$ cat config.mk
export PLATFORM = sky130hd
export DESIGN_NAME = pbtl_top
export DESIGN_NICKNAME = d
export VERILOG_FILES = /design/src/rtl/pbtl_pkg.sv /design/src/rtl/pbtl_debounce.sv /design/src/rtl/pbtl_top.sv
export SDC_FILE = /design/constraint.sdc
export NUM_CORES = 2
export LEC_CHECK = 0
export BUFFER_PORTS_ARGS = -buffer_cell sky130_fd_sc_hd__buf_4
export CORE_MARGIN = 1
export CORE_UTILIZATION = 50
export CTS_BUF_LIST = sky130_fd_sc_hd__clkbuf_2 sky130_fd_sc_hd__clkbuf_4 sky130_fd_sc_hd__clkbuf_8
export DETAILED_ROUTE_END_ITERATION = 12
export PLACE_DENSITY = 0.66
export SLEW_MARGIN = 20
export SYNTH_ARGS = -nofsm -noshare
export SYNTH_HDL_FRONTEND = slang
export SYNTH_HIERARCHICAL = 1
export SYNTH_SLANG_ARGS = --single-unit
$ cat constraint.sdc
create_clock -name CLOCK -period 45.4 [get_ports CLOCK]
set_clock_uncertainty 0.2 [all_clocks]
set_input_delay 6.81 -clock CLOCK [delete_from_list [all_inputs] [get_ports CLOCK]]
set_output_delay 6.81 -clock CLOCK [all_outputs]
set_load 0.02 [all_outputs]
$ cat src/rtl/pbtl_pkg.sv
package pbtl_pkg;
	// Clock and timer base
	localparam int unsigned CLOCK_PERIOD_NS = 4;
	localparam int unsigned TICK_PERIOD_NS = 1000000;
	localparam int unsigned TICK_CYCLES = TICK_PERIOD_NS / CLOCK_PERIOD_NS;
	localparam int unsigned MS_PER_SECOND = 1000;
	localparam int unsigned DEBOUNCE_MS = 20;
	localparam int unsigned NUM_OBJ = 3;

	// Register byte addresses and object regions (PADDR[7:4])
	localparam logic [7:0] ADDR_CTRL = 8'h00;
	localparam logic [7:0] ADDR_SIMPLE = 8'h04;
	localparam logic [7:0] ADDR_STATUS = 8'h08;
	localparam logic [3:0] REGION_OBJ_CFG = 4'h1;
	localparam logic [3:0] REGION_OBJ_PRESS = 4'h2;
	localparam logic [3:0] REGION_OBJ_RELEASE = 4'h3;
	localparam logic [3:0] REGION_OBJ_STATE = 4'h4;

	// Reset values
	localparam logic [31:0] CTRL_RESET = 32'h0c05_0300;
	localparam logic [31:0] SIMPLE_RESET = 32'h0000_0043;
	localparam logic [31:0] OBJ_CFG_RESET = 32'h0000_0000;
	localparam logic [31:0] OBJ_VAL_RESET = 32'h0000_0000;

	// Time units in seconds
	localparam logic [16:0] UNIT_SECOND = 17'h00001;
	localparam logic [16:0] UNIT_MINUTE = 17'h0003c;
	localparam logic [16:0] UNIT_HOUR = 17'h00e10;
	localparam logic [16:0] UNIT_DAY = 17'h15180;

	// Long-press table: 300..900 ms in 100 ms steps, then 1..10 s
	localparam int unsigned LP_MIN_MS = 300;
	localparam int unsigned LP_STEP_MS = 100;
	localparam int unsigned LP_LAST_SUB = 6;
	localparam int unsigned LP_LAST_SEL = 16;
	localparam int unsigned LP_MAX_MS = 10000;

	// Four-bit dimming command layout
	localparam int unsigned DIM_DIR_BIT = 3;
	localparam logic [2:0] DIM_STEP_START = 3'h1;
	localparam logic [2:0] DIM_STEP_BREAK = 3'h0;

	typedef enum logic [3:0] {
		DTYPE_UNUSED = 4'h0, DTYPE_SWITCH = 4'h1, DTYPE_UPDOWN = 4'h2, DTYPE_STEP = 4'h3,
		DTYPE_TRIGGER = 4'h4, DTYPE_PRIORITY = 4'h5, DTYPE_DIMMING = 4'h6, DTYPE_SCENE = 4'h7,
		DTYPE_PERCENT = 4'h8, DTYPE_U8 = 4'h9, DTYPE_S8 = 4'ha, DTYPE_U32 = 4'hb,
		DTYPE_U16 = 4'hc, DTYPE_F16 = 4'hd, DTYPE_F32 = 4'he
	} pbtl_data_point_type_t;
	typedef enum logic [2:0] {
		FUNC_SWITCH = 3'h0, FUNC_DIM = 3'h1, FUNC_BLIND = 3'h2, FUNC_SCENE = 3'h3,
		FUNC_VALUE = 3'h4
	} pbtl_func_t;
	typedef enum logic [1:0] {
		TU_SECOND = 2'h0, TU_MINUTE = 2'h1, TU_HOUR = 2'h2, TU_DAY = 2'h3
	} pbtl_unit_t;
	typedef enum logic [1:0] {
		ACT_NONE = 2'h0, ACT_OFF = 2'h1, ACT_ON = 2'h2, ACT_TOGGLE = 2'h3
	} pbtl_sw_act_t;
	typedef enum logic [2:0] {
		DIM_ON_BRIGHTER = 3'h0, DIM_TOGGLE_BRIGHTER = 3'h1, DIM_OFF_DARKER = 3'h2,
		DIM_TOGGLE_DARKER = 3'h3, DIM_TOGGLE_ALTERNATE = 3'h4
	} pbtl_dim_react_t;
	typedef enum logic [1:0] {
		ST_IDLE = 2'b00, ST_HELD = 2'b01, ST_LONG = 2'b10
	} pbtl_press_state_t;

	typedef struct packed {
		logic rsv;
		logic [4:0] long_sel;
		logic [7:0] cyc_value;
		pbtl_unit_t cyc_unit;
		logic [7:0] blk_value;
		pbtl_unit_t blk_unit;
		logic blk_en;
		logic cyc_en;
		logic advanced;
		pbtl_func_t func;
	} pbtl_ctrl_t;
	typedef struct packed {
		logic [24:0] rsv;
		pbtl_dim_react_t dim_react;
		pbtl_sw_act_t release_act;
		pbtl_sw_act_t press_act;
	} pbtl_simple_t;
	typedef struct packed {
		logic [21:0] rsv;
		logic release_cyclic;
		logic release_toggle;
		logic release_send;
		logic press_cyclic;
		logic press_toggle;
		logic press_send;
		pbtl_data_point_type_t dtype;
	} pbtl_obj_cfg_t;
	typedef struct packed {
		logic [1:0] obj;
		pbtl_data_point_type_t dtype;
		logic cyclic_repeat;
		logic [31:0] value;
	} pbtl_telegram_t;
endpackage

$ cat src/rtl/pbtl_debounce.sv
`timescale 1ns/100ps
module pbtl_debounce #(
	parameter int unsigned DEBOUNCE_MS_P = pbtl_pkg::DEBOUNCE_MS
) (
	input wire logic clock,
	input wire logic reset,
	input wire logic ms_tick,
	input wire logic raw,
	output logic level
);
	import pbtl_pkg::*;
	logic sync1;
	logic sync2;
	logic sync3;
	logic [7:0] count;

	// Three-stage synchroniser; only sync2 and sync3 are compared
	always_ff @(posedge clock or posedge reset) begin
		if (reset) begin
			sync1 <= 1'b0;
			sync2 <= 1'b0;
			sync3 <= 1'b0;
		end else begin
			sync1 <= raw;
			sync2 <= sync1;
			sync3 <= sync2;
		end
	end

	// New level must stay stable for the whole debounce time, else restart
	always_ff @(posedge clock or posedge reset) begin
		if (reset) begin
			count <= 8'h00;
			level <= 1'b0;
		end else if (sync2 != sync3 || sync3 == level) begin
			count <= 8'h00;
		end else if (ms_tick) begin
			if (count >= 8'(DEBOUNCE_MS_P - 1)) begin
				level <= sync3;
				count <= 8'h00;
			end else begin
				count <= count + 8'h01;
			end
		end
	end
endmodule

$ cat src/rtl/pbtl_top.sv
// Our own choices: the APB slave port and the register offsets.
`timescale 1ns/100ps
// Summary of operation
// Each object carries a data type from the fifteen listed kinds.
// A configured event sends a telegram only when sending is enabled.
// Toggle value inverts the present value of bit and dimming kinds and sends it; wider kinds send the set value.
// Alternating dimming inverts stored direction bit and sends that.
// Cyclic events repeat their telegram every cycle period when enabled globally.
// Start-up blocking ignores the input for the blocking time, else immediate.
// Blocking time is count 1..255 (default 3) times second/minute/hour/day.
// Each input takes exactly one task which picks the object behaviour.
// Simple mode uses fixed reactions; advanced allows up to three objects.
// Simple switching press sends nothing, off, on or toggled value.
// Simple switching release independently sends nothing, off, on or toggle.
// Simple dimming short press switches; long press start sends dim command.
// Simple dimming always sends a dim break when a long press ends.
// Press held beyond long-press time (300 ms..10 s, 600 default) is long.
// Alternating dimming reverses direction on each successive long press.
// Cycle period is a configured count times a selectable time unit.
// Press and release come from edges of the debounced input level.
// All timers run from a one millisecond tick and idle at reset.
module pbtl_top #(
	parameter int unsigned TICK_CYCLES_P = pbtl_pkg::TICK_CYCLES,
	parameter int unsigned MS_PER_SECOND_P = pbtl_pkg::MS_PER_SECOND,
	parameter int unsigned DEBOUNCE_MS_P = pbtl_pkg::DEBOUNCE_MS,
	parameter logic [31:0] CTRL_INIT = pbtl_pkg::CTRL_RESET
) (
	input wire logic CLOCK,
	input wire logic RESET,
	input wire logic PSEL,
	input wire logic PENABLE,
	input wire logic PWRITE,
	input wire logic [7:0] PADDR,
	input wire logic [31:0] PWDATA,
	output logic [31:0] PRDATA,
	output logic PREADY,
	output logic PSLVERR,
	input wire logic BUTTON_IN,
	output logic TX_VALID,
	input wire logic TX_READY,
	output pbtl_pkg::pbtl_telegram_t TX_TELEGRAM
);
	import pbtl_pkg::*;
	localparam int TW = (TICK_CYCLES_P > 1) ? $clog2(TICK_CYCLES_P) : 1;

	pbtl_ctrl_t ctrl;
	pbtl_simple_t simple;
	pbtl_obj_cfg_t obj_cfg [NUM_OBJ];
	logic [31:0] obj_press_val [NUM_OBJ];
	logic [31:0] obj_rel_val [NUM_OBJ];
	logic [31:0] obj_value [NUM_OBJ];
	pbtl_data_point_type_t dtype_eff [NUM_OBJ];
	logic [NUM_OBJ-1:0] fire, cyc_fire, cyc_armed, pending, pend_rep;
	logic [TW-1:0] tick_cnt;
	logic ms_tick, sec_tick, level, level_q, eval_on, long_hit, load;
	logic [9:0] ms_cnt;
	logic [24:0] elapsed_s, blk_limit, cyc_limit;
	logic [13:0] press_ms, lp_ms;
	pbtl_press_state_t state, next_state;
	logic ev_press, ev_release, ev_short, ev_long_start, ev_long_end;
	logic [1:0] sel;
	logic [3:0] region;
	logic [1:0] idx;
	logic idx_ok, hit, ro, wr_en;
	logic [31:0] rdata, status_word;

	function automatic logic [16:0] unit_s(input pbtl_unit_t u);
		case (u)
			TU_SECOND: return UNIT_SECOND;
			TU_MINUTE: return UNIT_MINUTE;
			TU_HOUR: return UNIT_HOUR;
			default: return UNIT_DAY;
		endcase
	endfunction

	function automatic logic [13:0] lp_ms_of(input logic [4:0] s);
		logic [13:0] w;
		w = 14'(s);
		if (s <= 5'(LP_LAST_SUB)) return 14'(LP_MIN_MS) + w * 14'(LP_STEP_MS);
		else if (s <= 5'(LP_LAST_SEL)) return (w - 14'(LP_LAST_SUB)) * 14'(MS_PER_SECOND);
		else return 14'(LP_MAX_MS);
	endfunction

	// Inversion only makes sense for bit kinds and the dimming direction bit; other kinds send the set value
	function automatic logic [31:0] toggled(input pbtl_data_point_type_t dt,
		input logic [31:0] cur, input logic [31:0] cfgv);
		case (dt)
			DTYPE_DIMMING: return {28'h0, ~cur[DIM_DIR_BIT], cfgv[2:0]};
			DTYPE_SWITCH, DTYPE_UPDOWN, DTYPE_STEP, DTYPE_TRIGGER: return {31'h0, ~cur[0]};
			default: return cfgv;
		endcase
	endfunction

	// Returns {send, value} for a simple switching action
	function automatic logic [32:0] sw_act(input pbtl_sw_act_t a, input logic [31:0] cur);
		case (a)
			ACT_OFF: return {1'b1, 32'h0};
			ACT_ON: return {1'b1, 32'h1};
			ACT_TOGGLE: return {1'b1, 31'h0, ~cur[0]};
			default: return {1'b0, cur};
		endcase
	endfunction

	// Millisecond tick and second tick for all timers
	always_ff @(posedge CLOCK or posedge RESET) begin
		if (RESET) begin
			tick_cnt <= '0;
			ms_tick <= 1'b0;
		end else if (tick_cnt == TW'(TICK_CYCLES_P - 1)) begin
			tick_cnt <= '0;
			ms_tick <= 1'b1;
		end else begin
			tick_cnt <= tick_cnt + TW'(1);
			ms_tick <= 1'b0;
		end
	end

	always_ff @(posedge CLOCK or posedge RESET) begin
		if (RESET) begin
			ms_cnt <= 10'h000;
			sec_tick <= 1'b0;
		end else begin
			sec_tick <= 1'b0;
			if (ms_tick) begin
				if (ms_cnt == 10'(MS_PER_SECOND_P - 1)) begin
					ms_cnt <= 10'h000;
					sec_tick <= 1'b1;
				end else begin
					ms_cnt <= ms_cnt + 10'h001;
				end
			end
		end
	end

	// APB decode; zero wait states, unknown or read-only writes flag an error
	assign region = PADDR[7:4];
	assign idx = PADDR[3:2];
	assign idx_ok = (idx < 2'(NUM_OBJ)) && (PADDR[1:0] == 2'b00);
	assign status_word = {22'h0, cyc_armed, pending, state, level, eval_on};
	always_comb begin
		hit = 1'b0;
		ro = 1'b0;
		rdata = 32'h0;
		if (PADDR == ADDR_CTRL) begin
			hit = 1'b1;
			rdata = ctrl;
		end else if (PADDR == ADDR_SIMPLE) begin
			hit = 1'b1;
			rdata = simple;
		end else if (PADDR == ADDR_STATUS) begin
			hit = 1'b1;
			ro = 1'b1;
			rdata = status_word;
		end else if (idx_ok) begin
			hit = 1'b1;
			case (region)
				REGION_OBJ_CFG: rdata = obj_cfg[idx];
				REGION_OBJ_PRESS: rdata = obj_press_val[idx];
				REGION_OBJ_RELEASE: rdata = obj_rel_val[idx];
				REGION_OBJ_STATE: begin
					ro = 1'b1;
					rdata = obj_value[idx];
				end
				default: hit = 1'b0;
			endcase
		end
	end
	assign PREADY = 1'b1;
	assign wr_en = PSEL && PENABLE && PWRITE && hit && !ro;

	// Read data captured in the setup cycle so it comes from flops
	always_ff @(posedge CLOCK or posedge RESET) begin
		if (RESET) begin
			PRDATA <= 32'h0;
			PSLVERR <= 1'b0;
		end else if (PSEL && !PENABLE) begin
			PRDATA <= PWRITE ? 32'h0 : rdata;
			PSLVERR <= !hit || (PWRITE && ro);
		end
	end

	// Configuration registers
	always_ff @(posedge CLOCK or posedge RESET) begin
		if (RESET) begin
			ctrl <= CTRL_INIT;
			simple <= SIMPLE_RESET;
			for (int i = 0; i < NUM_OBJ; i++) begin
				obj_cfg[i] <= OBJ_CFG_RESET;
				obj_press_val[i] <= OBJ_VAL_RESET;
				obj_rel_val[i] <= OBJ_VAL_RESET;
			end
		end else if (wr_en) begin
			if (PADDR == ADDR_CTRL) ctrl <= PWDATA;
			else if (PADDR == ADDR_SIMPLE) simple <= PWDATA;
			else if (region == REGION_OBJ_CFG) obj_cfg[idx] <= PWDATA;
			else if (region == REGION_OBJ_PRESS) obj_press_val[idx] <= PWDATA;
			else if (region == REGION_OBJ_RELEASE) obj_rel_val[idx] <= PWDATA;
		end
	end

	pbtl_debounce #(
		.DEBOUNCE_MS_P(DEBOUNCE_MS_P)
	) u_debounce (
		.clock(CLOCK),
		.reset(RESET),
		.ms_tick(ms_tick),
		.raw(BUTTON_IN),
		.level(level)
	);

	// Start-up blocking; once evaluation starts it never stops again
	assign blk_limit = 25'(ctrl.blk_value) * 25'(unit_s(ctrl.blk_unit));
	always_ff @(posedge CLOCK or posedge RESET) begin
		if (RESET) begin
			elapsed_s <= 25'h0;
			eval_on <= 1'b0;
		end else begin
			if (sec_tick && elapsed_s != 25'h1ffffff) elapsed_s <= elapsed_s + 25'h1;
			if (!ctrl.blk_en || elapsed_s >= blk_limit) eval_on <= 1'b1;
		end
	end

	// Edges of the debounced level; level_q tracks even while blocked
	always_ff @(posedge CLOCK or posedge RESET) begin
		if (RESET) level_q <= 1'b0;
		else level_q <= level;
	end
	assign ev_press = eval_on && level && !level_q;
	assign ev_release = eval_on && !level && level_q;

	// Short / long press classification
	assign lp_ms = lp_ms_of(ctrl.long_sel);
	assign long_hit = ms_tick && (press_ms == lp_ms);
	assign ev_short = (state == ST_HELD) && ev_release;
	assign ev_long_start = (state == ST_HELD) && !ev_release && long_hit;
	assign ev_long_end = (state == ST_LONG) && ev_release;
	always_comb begin
		next_state = state;
		case (state)
			ST_IDLE: if (ev_press) next_state = ST_HELD;
			ST_HELD: begin
				if (ev_release) next_state = ST_IDLE;
				else if (long_hit) next_state = ST_LONG;
			end
			ST_LONG: if (ev_release) next_state = ST_IDLE;
			default: next_state = ST_IDLE;
		endcase
	end
	always_ff @(posedge CLOCK or posedge RESET) begin
		if (RESET) state <= ST_IDLE;
		else state <= next_state;
	end
	always_ff @(posedge CLOCK or posedge RESET) begin
		if (RESET) press_ms <= 14'h0;
		else if (state != ST_HELD) press_ms <= 14'h0;
		else if (ms_tick && press_ms != 14'h3fff) press_ms <= press_ms + 14'h1;
	end

	assign cyc_limit = 25'(ctrl.cyc_value) * 25'(unit_s(ctrl.cyc_unit));

	// Per-object event reaction, present value and cyclic timer
	for (genvar i = 0; i < NUM_OBJ; i++) begin : g_obj
		logic f;
		logic arm;
		logic [31:0] v;
		logic [32:0] sa;
		logic [31:0] val;
		logic armed;
		logic [24:0] cnt;
		pbtl_data_point_type_t dt;
		always_comb begin
			dt = DTYPE_UNUSED;
			if (ctrl.advanced && obj_cfg[i].dtype <= DTYPE_F32) dt = obj_cfg[i].dtype;
			else if (ctrl.advanced) dt = DTYPE_UNUSED; // Spare code sends nothing
			else if (i == 0 && (ctrl.func == FUNC_SWITCH || ctrl.func == FUNC_DIM)) dt = DTYPE_SWITCH;
			else if (i == 1 && ctrl.func == FUNC_DIM) dt = DTYPE_DIMMING;
		end
		always_comb begin
			f = 1'b0;
			arm = 1'b0;
			v = val;
			sa = {1'b0, val};
			if (ctrl.advanced && dt != DTYPE_UNUSED) begin
				if (ev_press && obj_cfg[i].press_send) begin
					f = 1'b1;
					v = obj_cfg[i].press_toggle ? toggled(dt, val, obj_press_val[i])
						: obj_press_val[i];
					arm = ctrl.cyc_en && obj_cfg[i].press_cyclic;
				end else if (ev_release && obj_cfg[i].release_send) begin
					f = 1'b1;
					v = obj_cfg[i].release_toggle ? toggled(dt, val, obj_rel_val[i])
						: obj_rel_val[i];
					arm = ctrl.cyc_en && obj_cfg[i].release_cyclic;
				end
			end else if (!ctrl.advanced && i == 0 && ctrl.func == FUNC_SWITCH) begin
				if (ev_press) sa = sw_act(simple.press_act, val);
				else if (ev_release) sa = sw_act(simple.release_act, val);
				f = sa[32];
				v = sa[31:0];
			end else if (!ctrl.advanced && i == 0 && ctrl.func == FUNC_DIM && ev_short) begin
				f = 1'b1;
				case (simple.dim_react)
					DIM_ON_BRIGHTER: v = 32'h1;
					DIM_OFF_DARKER: v = 32'h0;
					default: v = {31'h0, ~val[0]};
				endcase
			end else if (!ctrl.advanced && i == 1 && ctrl.func == FUNC_DIM) begin
				if (ev_long_start) begin
					f = 1'b1;
					case (simple.dim_react)
						DIM_ON_BRIGHTER, DIM_TOGGLE_BRIGHTER: v = {28'h0, 1'b1, DIM_STEP_START};
						DIM_OFF_DARKER, DIM_TOGGLE_DARKER: v = {28'h0, 1'b0, DIM_STEP_START};
						default: v = {28'h0, ~val[DIM_DIR_BIT], DIM_STEP_START};
					endcase
				end else if (ev_long_end) begin
					f = 1'b1;
					v = {28'h0, val[DIM_DIR_BIT], DIM_STEP_BREAK};
				end
			end
		end
		always_ff @(posedge CLOCK or posedge RESET) begin
			if (RESET) val <= OBJ_VAL_RESET;
			else if (f) val <= v;
		end
		// Repeats are counted in whole seconds, so the first may come up to 1 s early
		always_ff @(posedge CLOCK or posedge RESET) begin
			if (RESET) begin
				armed <= 1'b0;
				cnt <= 25'h0;
			end else if (f) begin
				armed <= arm;
				cnt <= 25'h0;
			end else if (!ctrl.cyc_en || !ctrl.advanced) begin
				armed <= 1'b0;
			end else if (armed && sec_tick) begin
				cnt <= (cnt + 25'h1 >= cyc_limit) ? 25'h0 : cnt + 25'h1;
			end
		end
		assign fire[i] = f;
		assign obj_value[i] = val;
		assign dtype_eff[i] = dt;
		assign cyc_armed[i] = armed;
		assign cyc_fire[i] = armed && ctrl.cyc_en && ctrl.advanced && sec_tick && !f
			&& (cnt + 25'h1 >= cyc_limit);
	end

	// Lowest pending object is sent first
	always_comb begin
		sel = 2'h0;
		for (int i = NUM_OBJ - 1; i >= 0; i--) begin
			if (pending[i]) sel = 2'(i);
		end
	end
	assign load = (!TX_VALID || TX_READY) && (pending != '0);

	// A new event wins over the clear of its pending flag
	always_ff @(posedge CLOCK or posedge RESET) begin
		if (RESET) begin
			pending <= '0;
			pend_rep <= '0;
		end else begin
			for (int i = 0; i < NUM_OBJ; i++) begin
				if (fire[i] || cyc_fire[i]) begin
					pending[i] <= 1'b1;
					pend_rep[i] <= !fire[i];
				end else if (load && sel == 2'(i)) begin
					pending[i] <= 1'b0;
				end
			end
		end
	end

	// Telegram output register, held until the bus side accepts it
	always_ff @(posedge CLOCK or posedge RESET) begin
		if (RESET) begin
			TX_VALID <= 1'b0;
			TX_TELEGRAM <= '0;
		end else if (load) begin
			TX_VALID <= 1'b1;
			TX_TELEGRAM <= {sel, dtype_eff[sel], pend_rep[sel], obj_value[sel]};
		end else if (TX_READY) begin
			TX_VALID <= 1'b0;
		end
	end

	a_dtype_valid: assert property (@(posedge CLOCK) disable iff (RESET)
		TX_VALID |-> (TX_TELEGRAM.dtype != DTYPE_UNUSED && TX_TELEGRAM.dtype <= DTYPE_F32))
		else $error("telegram with bad data type");
	a_send_enabled: assert property (@(posedge CLOCK) disable iff (RESET)
		(ctrl.advanced && ev_press && obj_cfg[0].press_send && dtype_eff[0] != DTYPE_UNUSED)
		|=> pending[0]
		&& (obj_value[0] == $past(obj_press_val[0]) || $past(obj_cfg[0].press_toggle)))
		else $error("enabled press telegram not queued");
	a_toggle_inverts: assert property (@(posedge CLOCK) disable iff (RESET)
		(fire[0] && ctrl.advanced && obj_cfg[0].dtype == DTYPE_SWITCH && ev_press
		&& obj_cfg[0].press_toggle) |=> obj_value[0][0] != $past(obj_value[0][0]))
		else $error("toggle did not invert value");
	a_dim_alternate: assert property (@(posedge CLOCK) disable iff (RESET)
		(!ctrl.advanced && ctrl.func == FUNC_DIM && simple.dim_react == DIM_TOGGLE_ALTERNATE
		&& ev_long_start) |=> obj_value[1][3] != $past(obj_value[1][3]) && obj_value[1][2:0] == 3'h1)
		else $error("dimming direction not reversed");
	a_cyclic_armed: assert property (@(posedge CLOCK) disable iff (RESET)
		cyc_fire[0] |-> cyc_armed[0] && sec_tick && ctrl.cyc_en ##1 pending[0] && pend_rep[0])
		else $error("cyclic repeat without arming");
	a_block_hold: assert property (@(posedge CLOCK) disable iff (RESET)
		!eval_on |-> fire == '0 && pending == '0 && state == ST_IDLE)
		else $error("input evaluated while blocked");
	a_block_release: assert property (@(posedge CLOCK) disable iff (RESET)
		$rose(eval_on) |-> $past(!ctrl.blk_en || elapsed_s >= blk_limit))
		else $error("blocking ended early");
	a_switch_press: assert property (@(posedge CLOCK) disable iff (RESET)
		(!ctrl.advanced && ctrl.func == FUNC_SWITCH && ev_press && simple.press_act == ACT_ON)
		|=> obj_value[0] == 32'h1 && pending[0])
		else $error("press on not sent");
	a_switch_release: assert property (@(posedge CLOCK) disable iff (RESET)
		(!ctrl.advanced && ctrl.func == FUNC_SWITCH && ev_release && simple.release_act == ACT_OFF)
		|=> obj_value[0] == 32'h0 && pending[0])
		else $error("release off not sent");
	a_dim_break: assert property (@(posedge CLOCK) disable iff (RESET)
		(!ctrl.advanced && ctrl.func == FUNC_DIM && ev_long_end)
		|=> pending[1] && obj_value[1][2:0] == DIM_STEP_BREAK)
		else $error("no break after long press");
	a_long_class: assert property (@(posedge CLOCK) disable iff (RESET)
		(state == ST_HELD && next_state == ST_LONG) |-> ms_tick && press_ms == lp_ms)
		else $error("long press classified at wrong time");
	a_tick_gap: assert property (@(posedge CLOCK) disable iff (RESET)
		ms_tick |=> !ms_tick ##0 tick_cnt == TW'(1))
		else $error("millisecond tick spacing wrong");
endmodule

---- After elaboration in Yosys (flattened, before gate mapping) ----
Cells that the tools add are included.
storage, ports and cells
  input port bits ......................... 47
  logic and storage cells ................. 462
  flip-flop bits (word level) ............. 690
cells by class
  eq/ne operators ......................... 58
  reduce and logical (&&, ||, !) cells .... 133
  multipliers ............................. 4
  magnitude comparators ................... 15
  $add $sub $neg .......................... 10
  mux-type cells .......................... 148
  bitwise operators ....................... 13
operators by type and width
  operator                 count
  $mux W32                 35
  $pmux W32 S2             6
  $bmux W32 S2             5
  $mux W25                 12
  $bwmux W96               3
  $pmux W33 S3             2
  $pmux W32 S4             1
  $pmux W17 S3             2
  $add A25 B1 Y25 const B  4
  $ge A25 B25 Y1           4
  $mux W33                 2
  $demux W32 S2            1
  $logic_and A1 B1 Y1      62
  $mux W14                 4
  $mux W1                  51
  $mul A8 B17 Y25          2
  $eq A4 B2 Y1 const B     8
  $reduce_bool A2 Y1       15
  $eq A4 B3 Y1 const B     7
  $ne A25 B25 Y1 const B   1
  $mux W8                  3
  $mux W4                  5
  $add A18 B1 Y18 const B  1
  $eq A18 B18 Y1 const B   1
  58 further kinds         144

---- Logic depth before layout (Yosys ltp) ----
  depth after elaboration ................. 15
  gate-level depth with buffers ........... 34

---- Modules after synthesis ----
Netlist, hierarchy kept.
by module, submodules not included
  module         area an instance (µm²)  cells an instance  times used
  pbtl_top       44026.0                 4412               1
  pbtl_debounce  531.8                   51                 1

---- Worst setup path after synthesis ----
Ideal clock, no wire load.
  kind .................................... in2reg
  start ................................... in PADDR[5]
  end ..................................... reg obj_rel_val[19] (netlist name)
  stages on the path ...................... 11
  slack ................................... 36.122 ns
  arrival ................................. 8.953 ns
  buffers on the path ..................... 4
  cell sequence ........................... clkbuf_1 -> nor2_1 -> and3_1 -> clkbuf_1 -> nand3b_1 -> and3_1 -> clkbuf_1 -> and3b_1 -> nand2_1 -> buf_1 -> mux2_2
between the ends
  longest elaborated chain between the ends .. 10
ends and longest elaborated chain
  element                               line                              text
  from (decl)                           pbtl_top.sv:33                    input wire logic [7:0] PADDR,
  $eq A4 B1 Y1 (tied with other cells)  pbtl_top.sv:156, pbtl_top.sv:195
  $reduce_or A4 Y1 (no source line)     n/a
  $mux W1                               pbtl_top.sv:156                   case (region)
  $mux W1                               pbtl_top.sv:154                   end else if (idx_ok) begin
  $mux W1                               pbtl_top.sv:150                   end else if (PADDR == ADDR_STATUS) begin
  $mux W1                               pbtl_top.sv:147                   end else if (PADDR == ADDR_SIMPLE) begin
  $mux W1                               pbtl_top.sv:144                   if (PADDR == ADDR_CTRL) begin
  $logic_and A1 B1 Y1 (2 in series)     pbtl_top.sv:169                   assign wr_en = PSEL && PENABLE && PWRITE && hit && !ro;
  $reduce_and A6 Y1 (no source line) *  n/a
  to (signal, indexed assignment)       pbtl_top.sv:190                   obj_rel_val[i] <= OBJ_VAL_RESET;
  to (signal, indexed assignment)       pbtl_top.sv:197                   else if (region == REGION_OBJ_RELEASE) obj_rel_val[idx] <= PWDATA;
  to (decl)                             pbtl_top.sv:50                    logic [31:0] obj_rel_val [NUM_OBJ];
Mark *: on every way between the ends. The rest lies on a longest branch, timed or not.
A chain may end at the register's enable or synchronous reset.

---- Final worst setup path ----
  start ................................... in PADDR[2]
  end ..................................... reg obj_press_val[55] (netlist name)
between the ends
  longest elaborated chain between the ends .. 9
ends and longest elaborated chain
  element                                                         line             text
  $lt A2 B2 Y1                                                    pbtl_top.sv:138  assign idx_ok = (idx < 2'(NUM_OBJ)) && (PADDR[1:0] == 2'b00);
  $logic_and A1 B1 Y1                                             pbtl_top.sv:138
  $mux W1                                                         pbtl_top.sv:154
  $mux W1                                                         pbtl_top.sv:150
  $mux W1                                                         pbtl_top.sv:147
  $mux W1                                                         pbtl_top.sv:144
  $logic_and A1 B1 Y1 / $logic_not A1 Y1 (equally long branches)  pbtl_top.sv:169
  $logic_and A1 B1 Y1                                             pbtl_top.sv:169
  $reduce_and A5 Y1 (no source line)                              n/a
  to (signal, indexed assignment)                                 pbtl_top.sv:189  obj_press_val[i] <= OBJ_VAL_RESET;
  to (signal, indexed assignment)                                 pbtl_top.sv:196  else if (region == REGION_OBJ_PRESS) obj_press_val[idx] <= PWDATA;
  to (decl)                                                       pbtl_top.sv:49   logic [31:0] obj_press_val [NUM_OBJ];
Parallel ways exist; a longest one is shown, timed or not.

==> reports/results.txt <==
Maximum resistive drop on vdd: 0.0237 mV
Gp weighted congestion: 0.902
# Max-Cap Violations: 0
Number of antenna violations at the first check in global routing: 4
Hold Violations, Final: 0
Most frequent cell on the critical path: buf_4
Dominant cell type by area after synthesis: dfrtp_1
CTS Sinks: 690
Vias in the first global route: 33,100
Number of search-and-repair iterations in the first detailed-routing pass: 6
Setup Total Neg Slack: 0 ns
Height of the chip: 301 um
Horizontal die dimension: 301 um
Run status: complete, no violations
Post-DR wirelength/cell: 21.6 um
Fraction of the cycle the final worst path needs: 23.0%
Startpoint types: primary input
Reg2Reg Launch Point: ctrl[16]$_DFFE_PP1P_
Setup violators final: 0
Area of the die: 0.0903 mm^2
Beginning of the worst hold path: u_debounce/sync1$_DFF_PP0_
Cell types occupying the most area after synthesis: dfrtp_1 38%, mux2_2 8.7%, ha_1 7.8%
Deepest clock path buffer count: 3
Post-CTS Setup Inserts: 0
Fraction of synthesized cell area taken by the top area cell type: 38.2%
Total routed wirelength: 124,000 um
Post-synthesis net count: 4,921
Worst Hold Class: reg -> reg
Final Non-Filler Cells: 5,742
Sequential fraction of the synthesis area: 38.8%
FF+latch count, synth: 690
Detailed-route via count: 33,900
Critical path fanouts, max: 67
Largest stage delay on the critical path: 0.76 ns
Data arrival time of the critical path: 10.86 ns
Number of different library cells in the post-synthesis netlist: 101
Number of enable-type register cells in the synthesized netlist: 0
Area of the core: 0.0884 mm^2
CTS root buf: clkbuf_8
Leakage power figure: 23.7 nW
Transition time of the tightest slew-check pin: 1.19 ns
Worst setup path end: obj_press_val[55]$_DFFE_PP0P_
Fraction of final layout cells with drive strength greater than 1: 17.4%
Critical path, cell by cell: buf_4, nor2b_4, buf_4, buf_4, nand2_1, nor2_1, nand2_2, mux2_2
Ratio of routed vias to standard cells: 5.90
Crit path required time: 45.82 ns
Final cell area excluding filler cells: 0.0489 mm^2
Area delta synth->final: 9.86%
Placed Cells incl. Taps: 5,529
Cts bufs inserted: 117
Port buffer count: 119
Beginning of the critical path: PADDR[2]
Total global routing overflow: 0
Per-instance average area after synthesis: 9.98 um^2
Startpoint-to-endpoint class of the critical path: in -> reg
Slowest stage cell, crit path: nor2b_4
Power per cell area: 25.9 mW/mm^2
Number of cells upsized or downsized after cts: 0
Unrepaired setup endpoints after global routing: false
Routed Antenna Nets: 0
Row cnt: 109
Worst-path clk slew: 0.06 ns
First-pass GRT wire length: 194,000 um
Reg2reg end: g_obj[1].cnt[15]$_DFFE_PP0P_
DRC violation count after routing: 0
Warnings from Yosys: 6
Setup slack, reg-to-reg: 36.46 ns
# hold bufs at CTS: 0
Largest net degree at the start of global routing: 173
Count of pins over their slew limit: 0
FFs w/ async S/R, synth: 100%
Count of mapped cells out of synthesis: 4,463
Number of DRC markers after the initial detailed-route iteration: 2,729
Relative slew margins: 20.8%
Filler cell count in the final layout: 7,862
Area post-placement: 0.0464 mm^2
Initial cell density of the core: 50.4%
Tmin final: 10.44 ns
Layout net count: 4,942
TritonCTS clock tree: done
Dominant synthesized flop cell: dfrtp_1
Crit end category: register
Fmax achieved: 95.8 MHz
Gr usage total: 27.6%
Number of top-level design ports: 121
Area of the mapped netlist: 0.0446 mm^2
Clock latency of the later-clocked register in the worst-skew pair: 0.76 ns
Total number of H-tree levels: 3
Length in cells of the worst reg-to-reg path: 31
HPWL reported at the end of detailed placement: 85,300 um
## metal layers
| metal | up-vias | routed length (um) | global-route usage (%) |
|---|---|---|---|
| li1 | 15700 | - | - |
| met1 | 16800 | 56500 | 39.5 |
| met2 | 1053 | 55300 | 42.2 |
| met3 | 232 | 8470 | 5.09 |
| met4 | 2 | 3930 | 8.62 |
| met5 | - | 10 | 0 |
## where the power goes
group	internal, W	total (W)	switching (W)
clock	0.000339	0.000604	0.000266
sequential	0.000617	0.000618	0.00000128
combinational	0.0000100	0.0000452	0.0000351
## cells by family after synthesis
logic type,Yosys count,synth area share (%)
other cells,1,0.00842
simple gates,1141,11.9
mux,532,12.9
flops,690,38.8
compound gates,922,13.4
xor+xnor,223,4.43
fa+ha+maj,414,13.9
buf+inv,540,4.68
## through the flow
stage                     worst slack, ns  hold WS [ns]  power [W]  util (%)
final                               34.96         0.149    0.00127      55.4
after global routing                34.89         0.158    0.00131      55.4
after CTS                           35.16         0.150    0.00128      55.3
after detailed placement            34.36         0.136   0.000674      52.5
after global placement              34.39         0.139   0.000674      52.5
after floorplan                     19.40         0.131   0.000656         -
## cells in the final DEF (no fill, tap or decap), types with 71 or more instances in the layout
cell and count:
inv_1 285, buf_4 152, o21ai_0 227, ha_1 277, and2_1 71, xor2_1 96, mux2i_1 178, nand2_1 432
nor2_1 299, xnor2_1 125, a21oi_1 217, mux2_2 345, fa_1 134, a22oi_1 108, clkbuf_8 146, dfrtp_1 681
## worst min path at each step
stage | end | slack, ns | cells past startpoint
global placement | u_debounce/sync2$_DFF_PP0_ | 0.14 | 0
floorplan | u_debounce/sync2$_DFF_PP0_ | 0.13 | 0
global route | u_debounce/sync2$_DFF_PP0_ | 0.16 | 0
CTS | u_debounce/sync2$_DFF_PP0_ | 0.15 | 0
detailed placement | u_debounce/sync2$_DFF_PP0_ | 0.14 | 0
finish | u_debounce/sync2$_DFF_PP0_ | 0.15 | 0
## sequential cells by signal, summed over array words and instances, names as in the netlist, 8 cells and up
register          count
press_ms             14
obj_press_val        96
obj_cfg              96
ms_cnt               10
g_obj.cnt            75
elapsed_s            25
g_obj.val            96
PRDATA               32
tick_cnt             18
obj_rel_val          96
TX_TELEGRAM          39
simple               32
ctrl                 32
u_debounce/count      8
## cells in the mapped netlist, types with 34 or more instances
cell,instances
dfrtp_1,681
nand2_1,442
mux2_2,345
nor2_1,301
inv_1,286
ha_1,277
o21ai_0,227
a21oi_1,224
clkbuf_1,183
mux2i_1,178
fa_1,134
xnor2_1,125
a22oi_1,108
xor2_1,96
and2_1,73
nand3_1,71
nand4_1,58
a22o_1,53
buf_1,51
o31ai_1,51
o22ai_1,42
nor3_1,38
a21o_1,36
a221oi_1,34
## final cells by class
class	instances	area, um^2	area share [%]
multi-input cells	3233	25400	51.9
clock buffers	186	2300	4.71
flip-flops and latches	690	17300	35.3
well taps	1165	1460	2.98
diodes	3	7.51	0.0153
clock inverters	23	231	0.473
repair buffers	155	1200	2.46
inverters	287	1080	2.22
## critical path, delay by kind of cell
family | cells | cell delay [ns]
buffers and inverters | 3 | 1.63
AND/OR/NAND/NOR | 4 | 1.81
multiplexers | 1 | 0.52
Power figures use the tool's default switching activity.
